[config.mk]
export PLATFORM = sky130hd
export DESIGN_NAME = flash_access_waitstate_control
export DESIGN_NICKNAME = d
export VERILOG_FILES = /design/src/flash_wait_pkg.sv /design/src/flash_access_waitstate_control.sv
export SDC_FILE = /design/constraint.sdc
export NUM_CORES = 1
export LEC_CHECK = 0
export ABC_AREA = 1
export BUFFER_PORTS_ARGS = -buffer_cell sky130_fd_sc_hd__buf_2
export CORE_MARGIN = 1
export CORE_UTILIZATION = 51
export CTS_CLUSTER_DIAMETER = 60
export DETAILED_ROUTE_END_ITERATION = 10
export PLACE_DENSITY = 0.76
export SYNTH_ARGS = -nofsm -noshare
export SYNTH_HDL_FRONTEND = slang
export SYNTH_SLANG_ARGS = --single-unit
[constraint.sdc]
create_clock -name i_clk -period 1.9 [get_ports i_clk]
set_input_delay 0.38 -clock i_clk [delete_from_list [all_inputs] [get_ports i_clk]]
set_output_delay 0.38 -clock i_clk [all_outputs]
set_load 0.005 [all_outputs]
[src/flash_wait_pkg.sv]
// package: constants and carriers for the flash access wait control block
`default_nettype none
package flash_wait_pkg;
  localparam logic [1:0] WAIT_ZERO  = 2'h0;
  localparam logic [1:0] WAIT_ONE   = 2'h1;
  localparam logic [1:0] WAIT_TWO   = 2'h2;
  localparam logic [1:0] WAIT_RSVD  = 2'h3;
  localparam logic [1:0] WAIT_MAX   = 2'h2;
  localparam int CLK_NS            = 4;
  localparam int PROG_MAX_MS       = 5;
  localparam int ERASE_MAX_MS      = 500;
  localparam int PROG_MAX_CYC      = PROG_MAX_MS * 1000000 / CLK_NS;
  localparam int ERASE_MAX_CYC     = ERASE_MAX_MS * 1000000 / CLK_NS;
  localparam int BLOCK_BYTES       = 128;
  localparam logic [1:0] WAIT_RESET = 2'h2;

  typedef enum logic [1:0] {
    ST_IDLE = 2'b00,
    ST_READ = 2'b01,
    ST_PROG = 2'b10,
    ST_ERASE = 2'b11
  } mode_type;

  typedef struct packed {
    logic        valid;
    logic        sequential;
    logic [23:0] addr;
  } read_req_type;

  typedef struct packed {
    mode_type    mode;
    logic [1:0]  wait_count;
    logic [1:0]  wait_left;
    logic [29:0] op_count;
    logic        read_done;
    logic        op_done;
    logic        op_timeout;
    logic        busy;
    logic [23:0] addr;
  } state_type;
endpackage
`default_nettype wire

[src/flash_access_waitstate_control.sv]
// flash read access timing and program/erase duration supervision
// Functional notes
// - a flash read lasts one cycle plus the programmed wait count.
// - wait field code 00 gives zero, 01 one and 10 two waitstates.
// - waitstates are added only on non-sequential reads; sequential reads finish in one cycle.
// - a 128-byte block program is bounded to at most 5 ms.
// - a sector erase is bounded to at most 500 ms.
`default_nettype none
module flash_access_waitstate_control #(
  parameter int PROG_LIMIT  = flash_wait_pkg::PROG_MAX_CYC,
  parameter int ERASE_LIMIT = flash_wait_pkg::ERASE_MAX_CYC
) (
  input  wire logic                         i_clk,
  input  wire logic                         i_rst,
  input  wire logic [1:0]                   i_flash_wait_count_field,
  input  wire flash_wait_pkg::read_req_type i_read,
  input  wire logic                         i_prog_start,
  input  wire logic                         i_erase_start,
  input  wire logic                         i_array_done,
  output var  logic                         o_read_done,
  output var  logic [23:0]                  o_read_addr,
  output var  logic                         o_busy,
  output var  logic                         o_op_done,
  output var  logic                         o_op_timeout,
  output var  logic [1:0]                   o_wait_count
);
  flash_wait_pkg::state_type state_reg;
  flash_wait_pkg::state_type state_next;

  // combinational helpers
  logic [1:0]  wait_sel;     // decoded wait count for the current field value
  logic [29:0] limit;        // cycle bound of the operation in flight
  logic        idle;         // nothing in flight, new requests may be taken
  logic        take_prog;    // program start accepted this cycle
  logic        take_erase;   // erase start accepted this cycle
  logic        take_read;    // read accepted this cycle
  logic        read_fast;    // accepted read needs no waitstates
  logic        read_last;    // last waitstate of a read in flight
  logic        limit_hit;    // running operation reached its bound
  logic [29:0] count_inc;    // operation counter plus one

  // decode wait field; the reserved code falls back to the slowest timing for safety
  // a field change takes effect on the next request, never on a read in flight
  always_comb
  begin
    unique case (i_flash_wait_count_field)
      flash_wait_pkg::WAIT_ZERO:
      begin
        wait_sel = 2'h0;
      end
      flash_wait_pkg::WAIT_ONE:
      begin
        wait_sel = 2'h1;
      end
      flash_wait_pkg::WAIT_TWO:
      begin
        wait_sel = 2'h2;
      end
      flash_wait_pkg::WAIT_RSVD:
      begin
        wait_sel = flash_wait_pkg::WAIT_MAX;
      end
    endcase
  end

  // request arbitration: program wins over erase and erase over read,
  // so at most one start is taken per cycle and nothing is taken while busy
  always_comb
  begin
    idle       = (state_reg.mode == flash_wait_pkg::ST_IDLE);
    take_prog  = idle && i_prog_start;
    take_erase = idle && !i_prog_start && i_erase_start;
    take_read  = idle && !i_prog_start && !i_erase_start && i_read.valid;
    read_fast  = i_read.sequential || (wait_sel == 2'h0);
    read_last  = (state_reg.wait_left == 2'h1);
  end

  // operation bound: the limit follows the kind of operation in flight
  // compare against limit-1 so the timeout pulse lands after exactly limit busy cycles
  always_comb
  begin
    if (state_reg.mode == flash_wait_pkg::ST_PROG)
    begin
      limit = 30'(PROG_LIMIT);
    end
    else
    begin
      limit = 30'(ERASE_LIMIT);
    end
    limit_hit = (state_reg.op_count >= limit - 30'h1);
    count_inc = state_reg.op_count + 30'h1;
  end

  // next-state logic; pulses default low so each lasts exactly one cycle
  always_comb
  begin
    state_next            = state_reg;
    state_next.read_done  = 1'b0;
    state_next.op_done    = 1'b0;
    state_next.op_timeout = 1'b0;
    state_next.wait_count = wait_sel;

    // hold everything else; only the branch below moves state
    unique case (state_reg.mode)
      flash_wait_pkg::ST_IDLE:
      begin
        // a program start opens the block-program supervision window
        if (take_prog)
        begin
          state_next.mode     = flash_wait_pkg::ST_PROG;
          state_next.op_count = 30'h0000_0000;
          state_next.busy     = 1'b1;
        end
        // a sector erase opens the longer erase supervision window
        else if (take_erase)
        begin
          state_next.mode     = flash_wait_pkg::ST_ERASE;
          state_next.op_count = 30'h0000_0000;
          state_next.busy     = 1'b1;
        end
        // a read is only taken when no start competes in the same cycle
        else if (take_read)
        begin
          state_next.addr = i_read.addr;
          // sequential fetches come from the prefetch path, so no waitstates
          if (read_fast)
          begin
            state_next.read_done = 1'b1;
          end
          else
          begin
            // waitstates still to run before the data is valid
            state_next.mode      = flash_wait_pkg::ST_READ;
            state_next.wait_left = wait_sel;
            state_next.busy      = 1'b1;
          end
        end
      end
      flash_wait_pkg::ST_READ:
      begin
        // done pulse lands wait_count cycles after the request edge
        // the count was latched at the request, so a field change cannot stretch it
        if (read_last)
        begin
          state_next.read_done = 1'b1;
          state_next.mode      = flash_wait_pkg::ST_IDLE;
          state_next.busy      = 1'b0;
        end
        state_next.wait_left = state_reg.wait_left - 2'h1;
      end
      flash_wait_pkg::ST_PROG:
      begin
        // the array ack ends the program; the bound stops a hung array
        if (i_array_done)
        begin
          state_next.op_done = 1'b1;
          state_next.mode    = flash_wait_pkg::ST_IDLE;
          state_next.busy    = 1'b0;
        end
        else if (limit_hit)
        begin
          state_next.op_timeout = 1'b1;
          state_next.mode       = flash_wait_pkg::ST_IDLE;
          state_next.busy       = 1'b0;
        end
        else
        begin
          state_next.op_count = count_inc;
        end
      end
      flash_wait_pkg::ST_ERASE:
      begin
        // the array ack ends the erase; the bound stops a hung array
        if (i_array_done)
        begin
          state_next.op_done = 1'b1;
          state_next.mode    = flash_wait_pkg::ST_IDLE;
          state_next.busy    = 1'b0;
        end
        else if (limit_hit)
        begin
          state_next.op_timeout = 1'b1;
          state_next.mode       = flash_wait_pkg::ST_IDLE;
          state_next.busy       = 1'b0;
        end
        else
        begin
          state_next.op_count = count_inc;
        end
      end
    endcase
  end

  // single state register; the reset wait count is the slowest, safe for any clock
  always_ff @(posedge i_clk or posedge i_rst)
  begin
    if (i_rst)
    begin
      state_reg.mode       <= flash_wait_pkg::ST_IDLE;
      state_reg.wait_count <= flash_wait_pkg::WAIT_RESET;
      state_reg.wait_left  <= 2'h0;
      state_reg.op_count   <= 30'h0000_0000;
      state_reg.read_done  <= 1'b0;
      state_reg.op_done    <= 1'b0;
      state_reg.op_timeout <= 1'b0;
      state_reg.busy       <= 1'b0;
      state_reg.addr       <= 24'h00_0000;
    end
    else
    begin
      state_reg <= state_next;
    end
  end

  // read side outputs straight from the state register
  assign o_read_done  = state_reg.read_done;
  assign o_read_addr  = state_reg.addr;
  assign o_wait_count = state_reg.wait_count;

  // array operation outputs straight from the state register
  assign o_busy       = state_reg.busy;
  assign o_op_done    = state_reg.op_done;
  assign o_op_timeout = state_reg.op_timeout;
endmodule
`default_nettype wire

==> impl_metrics.env, run 1 <==
export IMPL_synthTopCellsByCount="nand2_1, nor2_1, dfrtp_1"
export IMPL_ys_seq_elements=64
export IMPL_drv_cap=0
export IMPL_yosysWarningCount=0
export IMPL_highest_layer="met4"
export IMPL_detail_route_wl_per_cell_um=13.3
export IMPL_grtUsageTotal_pct=24.8
export IMPL_synthTopCellsByArea="dfrtp_1, nand2_1, nor2_1"
export IMPL_largest_register_ff_count=34
export IMPL_top_level_ports=63
export IMPL_place_gp_congestion=0.994
export IMPL_met1_length_um=4240
export IMPL_synth_area_sq_mm=0.00387
export IMPL_final_setup_skew_ns=0.0122
export IMPL_synth_edff_count=0
export IMPL_async_flop_share_pct=100
export IMPL_met2WireLength_um=4680
export IMPL_post_synth_num_cell_types=29
export IMPL_met3WireLength_um=646
export IMPL_worst_skew_pair_late_latency_ns=0.36
export IMPL_fin_crit_sh_pct=106
export IMPL_rsz_0062_raised_after_global_routing="yes"
export IMPL_max_clock_path_buffers=2
export IMPL_crit_arrival_ns=2.26
export IMPL_critPathMaxFanout=11
export IMPL_netlist_instances=556
export IMPL_most_frequently_used_cell_type_in_the_post_synthesis_netlist="nand2_1"
export IMPL_detail_route_first_pass_iterations=4
export IMPL_dp_hpwl_um=6780
export IMPL_final_core_utilization_pct=65.3
export IMPL_finalWorstPathRequiredPeriod_ns=2.01
export IMPL_startpoint_type="flop"
export IMPL_total_leakage_power_nw=2.52
export IMPL_status="complete, but fails checks"
export IMPL_grt_overflow=0
export IMPL_area_growth_pct=23.2
export IMPL_grt_start_max_net_pins=28
export IMPL_num_vias=3686
export IMPL_violations="setup timing"
export IMPL_tritoncts_num_sinks=64
export IMPL_number_of_placement_rows=31
export IMPL_via_per_instance_ratio=5.02
export IMPL_report_final_hold_viol_count=0
export IMPL_insertedDiodeCount=0
export IMPL_grt_antenna_before_repair=0
export IMPL_hold_class="in2reg"
export IMPL_wirelength_um=9780
export IMPL_criticalPathCategory="reg2reg"
export IMPL_die_area_sq_mm=0.00794
export IMPL_tritoncts="done"
export IMPL_finalSetupViolCount=34
export IMPL_layout_drive_gt1_share_pct=25.2
export IMPL_first_global_vias=3316
export IMPL_die_h_um=89.1
export IMPL_cts_buffers_inserted=9
export IMPL_timing_slew_headroom_pct=74.4
export IMPL_seq_area_frac_synth_pct=41.4
export IMPL_final_setup_worst_slack_ns=-0.111
export IMPL_syn_mean_instance_area_sq_um=6.96
export IMPL_maxSlewViolCount=0
export IMPL_clkTransAtPathRegs_ns=0.07
export IMPL_grt_first_pass_wirelength_um=14900
export IMPL_synth_fp_nets=594
export IMPL_final_antenna_net_count=0
export IMPL_place_port_buffers=62
export IMPL_critPathRequiredTime_ns=2.15
export IMPL_synthDominantCellAreaShare_pct=40.8
export IMPL_end_kind="flop"
export IMPL_die_width_um=89.1
export IMPL_power_density_cell_area_mw_per_mm2=1140
export IMPL_detail_route_iter0_violations=197
export IMPL_start_util_pct=53.1
export IMPL_clock_tree_htree_level_count=3
export IMPL_fin_total_pwr_mw=5.45
export IMPL_drc_errors=0
export IMPL_max_slew_worst_pin_slew_ns=0.382
export IMPL_vdd_drop_max_v=0.000454
export IMPL_achievable_frequency_mhz=497
export IMPL_yosys_most_used_dff="dfrtp_1"
export IMPL_ctsRootBufferMaster="clkbuf_8"
export IMPL_num_nets_final=668
export IMPL_synth_area_leader_cell="dfrtp_1"
export IMPL_area_of_the_core_region_sq_mm=0.00729
-- placed cells by master (no fill, tap or decap), types with 2 or more instances in the layout --
master        n
dfrtp_2       2
nor2_2        7
nand2_4       2
nand2_2       9
nor2_4        3
buf_6         2
clkinvlp_4    3
buf_2        62
nand4_1       9
inv_2         3
nand2_1     201
inv_4         2
buf_12        3
inv_1        41
buf_4        37
o21a_1        2
dfrtp_1      61
nor2_1       62
o21ai_0      11
nor3_1        8
nand2_8       2
ha_1          3
nand3_1      47
o211ai_1      2
a21oi_1       7
nor3b_1       3
ha_4          2
clkbuf_8     10
o21ai_1       2
xor2_1       11
-- repair_timing --
action / CTS / global route
hold buffers: 1 / 0
endpoints found under the setup margin: 34 / 34
gates resized for setup: 6 / 24
pin swaps: 1 / 13
gates cloned: 0 / 1
setup buffers: 3 / 2
hold endpoints to repair: 5 / 0
-- layout make-up --
| type | instances | area (sq um) |
|---|---|---|
| clock buffers | 10 | 138 |
| clock inverters | 6 | 67.6 |
| fillers | 672 | 2530 |
| inverters | 48 | 189 |
| multi-input cells | 401 | 1940 |
| flip-flops and latches | 64 | 1610 |
| well taps | 99 | 124 |
| repair buffers | 106 | 706 |
-- power breakdown --
part           total (mW)  switching (mW)  internal, mW
Sequential           1.89           0.197          1.69
Combinational        2.35            1.31          1.04
Clock                1.22           0.572         0.645
-- worst max-delay path: stages, from the launching register on --
cell,delay (ns)
dfrtp_2,0.44
inv_2,0.08
nor2_4,0.14
buf_6,0.12
nor2_1,0.04
nor2_1,0.13
nand2_1,0.10
nor2_2,0.13
inv_2,0.05
nor2_2,0.10
nand2_2,0.07
nand2_2,0.08
nand2_4,0.08
buf_4,0.19
nand3_1,0.08
nand2_1,0.06
-- stage by stage --
stage / hold slack, ns / worst slack, ns / instances / cell area [sq um] / TNS [ns]
floorplan: 0.446 / -0.00382 / 556 / 3910 / -0.0402
detailed placement: 0.375 / -0.131 / 712 / 4390 / -3.39
global route: 0.132 / -0.238 / 734 / 4760 / -6.81
CTS: 0.134 / -0.0472 / 732 / 4650 / -0.880
finish: 0.137 / -0.111 / 734 / 4760 / -2.52
global placement: 0.369 / -0.0702 / 712 / 4390 / -1.86
-- kinds of logic after synthesis --
| family | synth area share, % |
|---|---|
| buffers and inverters | 11.9 |
| XOR/XNOR | 2.49 |
| AO/OA/AOI/OAI | 4.24 |
| flip-flops | 41.4 |
| AND/OR/NAND/NOR | 38.3 |
| adder cells (fa/ha/maj) | 1.62 |
-- worst paths after layout --
kind | startpoint | endpoint | slack, ns | cells after the start
worst max-delay path | state_reg[63] | state_reg[32] | -0.11 | 15
worst min-delay path | i_flash_wait_count_field[1] | o_wait_count[1] | 0.14 | 1
worst max register to register | state_reg[63] | state_reg[32] | -0.11 | 15
worst min register to register | o_read_addr[12] | o_read_addr[12] | 0.48 | 2
max in group asynchronous | i_rst | o_wait_count[1] | 0.77 | 4
min in group asynchronous | i_rst | o_read_addr[14] | 0.54 | 3
-- per-layer routing --
layer / vias to the layer above / GRT usage, %
met4: 0 / 11.4
met2: 137 / 40.2
met5: - / 0
met1: 1664 / 32.5
met3: 17 / 4.16
li1: 1868 / -
(Power assumes the default switching activity.)
==> run 2: changes to the inputs <==
Settings changed: CELL_PAD_IN_SITES_DETAIL_PLACEMENT set to 1, CELL_PAD_IN_SITES_GLOBAL_PLACEMENT set to 2, CORE_UTILIZATION 51 to 28, PLACE_DENSITY 0.76 to not set, PLACE_DENSITY_LB_ADDON set to 0.1.
==> run 2 against run 1 <==
  * Critical path depth increased by 1
  * Final area increased by 5.4%
  * Die area increased by 80%
  * Clock power increased by 39%
  * The run still ends with setup timing left
  * Count of clock-buffer cells in the layout increased by 1
  * Via count increased by 1.3%
  * Combinational power decreased by 6%
  * Clock skew decreased by 0.0071 ns
  * First-iteration DRC count decreased by 28%
  * Worst hold slack got worse by 0.029 ns
  * Maximum frequency increased by 4.0%
  * Largest power group unchanged
  * Total power increased by 6.3%
==> impl_metrics.env, run 2 (synthesis gave the netlist of run 1 again) <==
export IMPL_status="complete, but fails checks"
export IMPL_violations="setup timing"
export IMPL_area_of_the_core_region_sq_mm=0.0133
export IMPL_detail_route_first_pass_iterations=4
export IMPL_drc_errors=0
export IMPL_grt_start_max_net_pins=27
export IMPL_wirelength_um=11500
export IMPL_hold_class="in2async"
export IMPL_instances_no_fill=816
export IMPL_tritoncts_num_sinks=64
export IMPL_drv_cap=0
export IMPL_dp_hpwl_um=8920
export IMPL_numPlacedInstances=797
export IMPL_sequentialPowerShare_pct=32.3
export IMPL_die_area_sq_mm=0.0143
export IMPL_postCtsHoldBufs=0
export IMPL_internal_power_mw=3.74
export IMPL_grt_antenna_before_repair=0
export IMPL_detail_route_wl_per_cell_um=14.1
export IMPL_clkTransAtPathRegs_ns=0.06
export IMPL_mostFrequentLayoutCell="nand2_1"
export IMPL_grtUsageTotal_pct=17.6
export IMPL_grt_overflow=0
export IMPL_power_density_cell_area_mw_per_mm2=1150
export IMPL_cts_buffers_inserted=9
export IMPL_startpoint_type="flop"
export IMPL_fill_cell_total_of_the_finished_layout=1703
export IMPL_insertedDiodeCount=0
export IMPL_num_nets_final=674
export IMPL_first_global_vias=3900
export IMPL_maxSlewViolCount=0
export IMPL_crit_reg2reg_launch="state_reg[62]"
export IMPL_final_setup_worst_slack_ns=-0.0327
export IMPL_die_h_um=120
export IMPL_clock_tree_htree_level_count=3
export IMPL_max_clock_path_buffers=2
export IMPL_switching_share_pct=35.5
export IMPL_tritoncts="done"
export IMPL_power_share_combinational_pct=38.3
export IMPL_power_frac_clock_pct=29.4
export IMPL_final_antenna_net_count=0
export IMPL_critPathMaxFanout=14
export IMPL_r2r_slack_ns=-0.03
export IMPL_largest_register_ff_count=34
export IMPL_number_of_placement_rows=42
export IMPL_criticalPathCategory="reg2reg"
export IMPL_number_of_cells_traversed_by_the_worst_register_to_register_path=16
export IMPL_worst_skew_pair_late_latency_ns=0.34
export IMPL_place_port_buffers=62
export IMPL_area_growth_pct=29.9
export IMPL_crit_arrival_ns=2.16
export IMPL_rsz_0062_raised_after_global_routing="yes"
export IMPL_critPathRequiredTime_ns=2.13
export IMPL_num_vias=3734
export IMPL_final_setup_skew_ns=0.00509
export IMPL_final_core_utilization_pct=37.6
export IMPL_layout_common_cells="nand2_1, buf_2, dfrtp_1"
export IMPL_crit_reg2reg_capture="state_reg[34]"
export IMPL_vdd_drop_max_v=0.000366
export IMPL_finalWorstPathRequiredPeriod_ns=1.93
export IMPL_fin_crit_sh_pct=102
export IMPL_timing_slew_headroom_pct=59.8
export IMPL_detail_route_iter0_violations=142
export IMPL_place_gp_congestion=0.831
export IMPL_ctsRootBufferMaster="clkbuf_16"
export IMPL_end_kind="flop"
export IMPL_die_width_um=120
export IMPL_report_final_hold_viol_count=0
export IMPL_layout_drive_gt1_share_pct=26.1
export IMPL_grt_first_pass_wirelength_um=19500
export IMPL_start_util_pct=29.0
export IMPL_power_net_switching_mw=2.06
export IMPL_finalSetupViolCount=30
export IMPL_achievable_frequency_mhz=517
export IMPL_top_level_ports=63
export IMPL_total_leakage_power_nw=2.59
export IMPL_max_slew_worst_pin_slew_ns=0.602
export IMPL_via_per_instance_ratio=4.58
run 2: final cells by class:
type	instances	area (sq um)	area share (%)
inverters	48	186	3.71
repair buffers	112	786	15.6
multi-input cells	401	1920	38.2
clock buffers	11	253	5.03
well taps	176	220	4.38
flip-flops and latches	64	1610	32.0
clock inverters	4	53.8	1.07
run 2: layer usage:
metal | vias to the layer above | GRT usage [%] | wire, um
met5 | - | 0 | 0
met2 | 55 | 29.8 | 5500
li1 | 1875 | - | -
met3 | 12 | 3.47 | 393
met1 | 1792 | 22.4 | 5430
met4 | 0 | 5.86 | 161
run 2: how the worst max path moves through the flow:
| stage | from | to | cells past startpoint |
|---|---|---|---|
| floorplan | state_reg[62] | state_reg[47] | 16 |
| global placement | state_reg[29] | state_reg[42] | 10 |
| detailed placement | state_reg[62] | state_reg[55] | 16 |
| CTS | state_reg[62] | state_reg[55] | 16 |
| global route | state_reg[63] | state_reg[34] | 15 |
| finish | state_reg[62] | state_reg[34] | 16 |
run 2: power by group through the flow:
stage	Combinational, mW	Clock (mW)	Sequential (mW)
after global routing	2.49	1.83	1.92
final	2.22	1.70	1.87
after detailed placement	2.07	0	1.90
after CTS	2.21	1.77	1.88
after floorplan	1.48	0	1.87
after global placement	2.02	0	1.88
run 2: what timing repair did:
action                     CTS  global route
gates resized for setup      7            18
setup endpoints to repair   33            34
pin swaps                    1             1
buffers inserted             3             1
hold endpoints to repair     0             0
run 2: metrics by stage:
step	cell area (sq um)	hold WS [ns]	worst slack (ns)	total power [mW]	TNS [ns]
4_1_cts	4950	0.118	-0.0807	5.85	-1.65
3_3_place_gp	4590	0.456	-0.113	3.90	-1.23
3_5_place_dp	4590	0.463	-0.141	3.97	-3.71
2_1_floorplan	3910	0.446	-0.00382	3.34	-0.0402
6_report	5020	0.108	-0.0327	5.79	-0.670
5_1_grt	5020	0.138	-0.224	6.25	-6.67
run 2: worst max-delay path, cell delays in order (launching register included):
cell and delay (ns):
dfrtp_1 0.39, inv_2 0.11, nand2_8 0.10, ha_4 0.26, nand2_2 0.05, nand2_1 0.04
nand4_1 0.06, nand2_1 0.07, nand2_1 0.07, nand3_2 0.06, nand2_2 0.08, nand2_2 0.06
nand2_4 0.11, nand2_4 0.08, buf_12 0.16, nand2_1 0.06, nand2_1 0.05
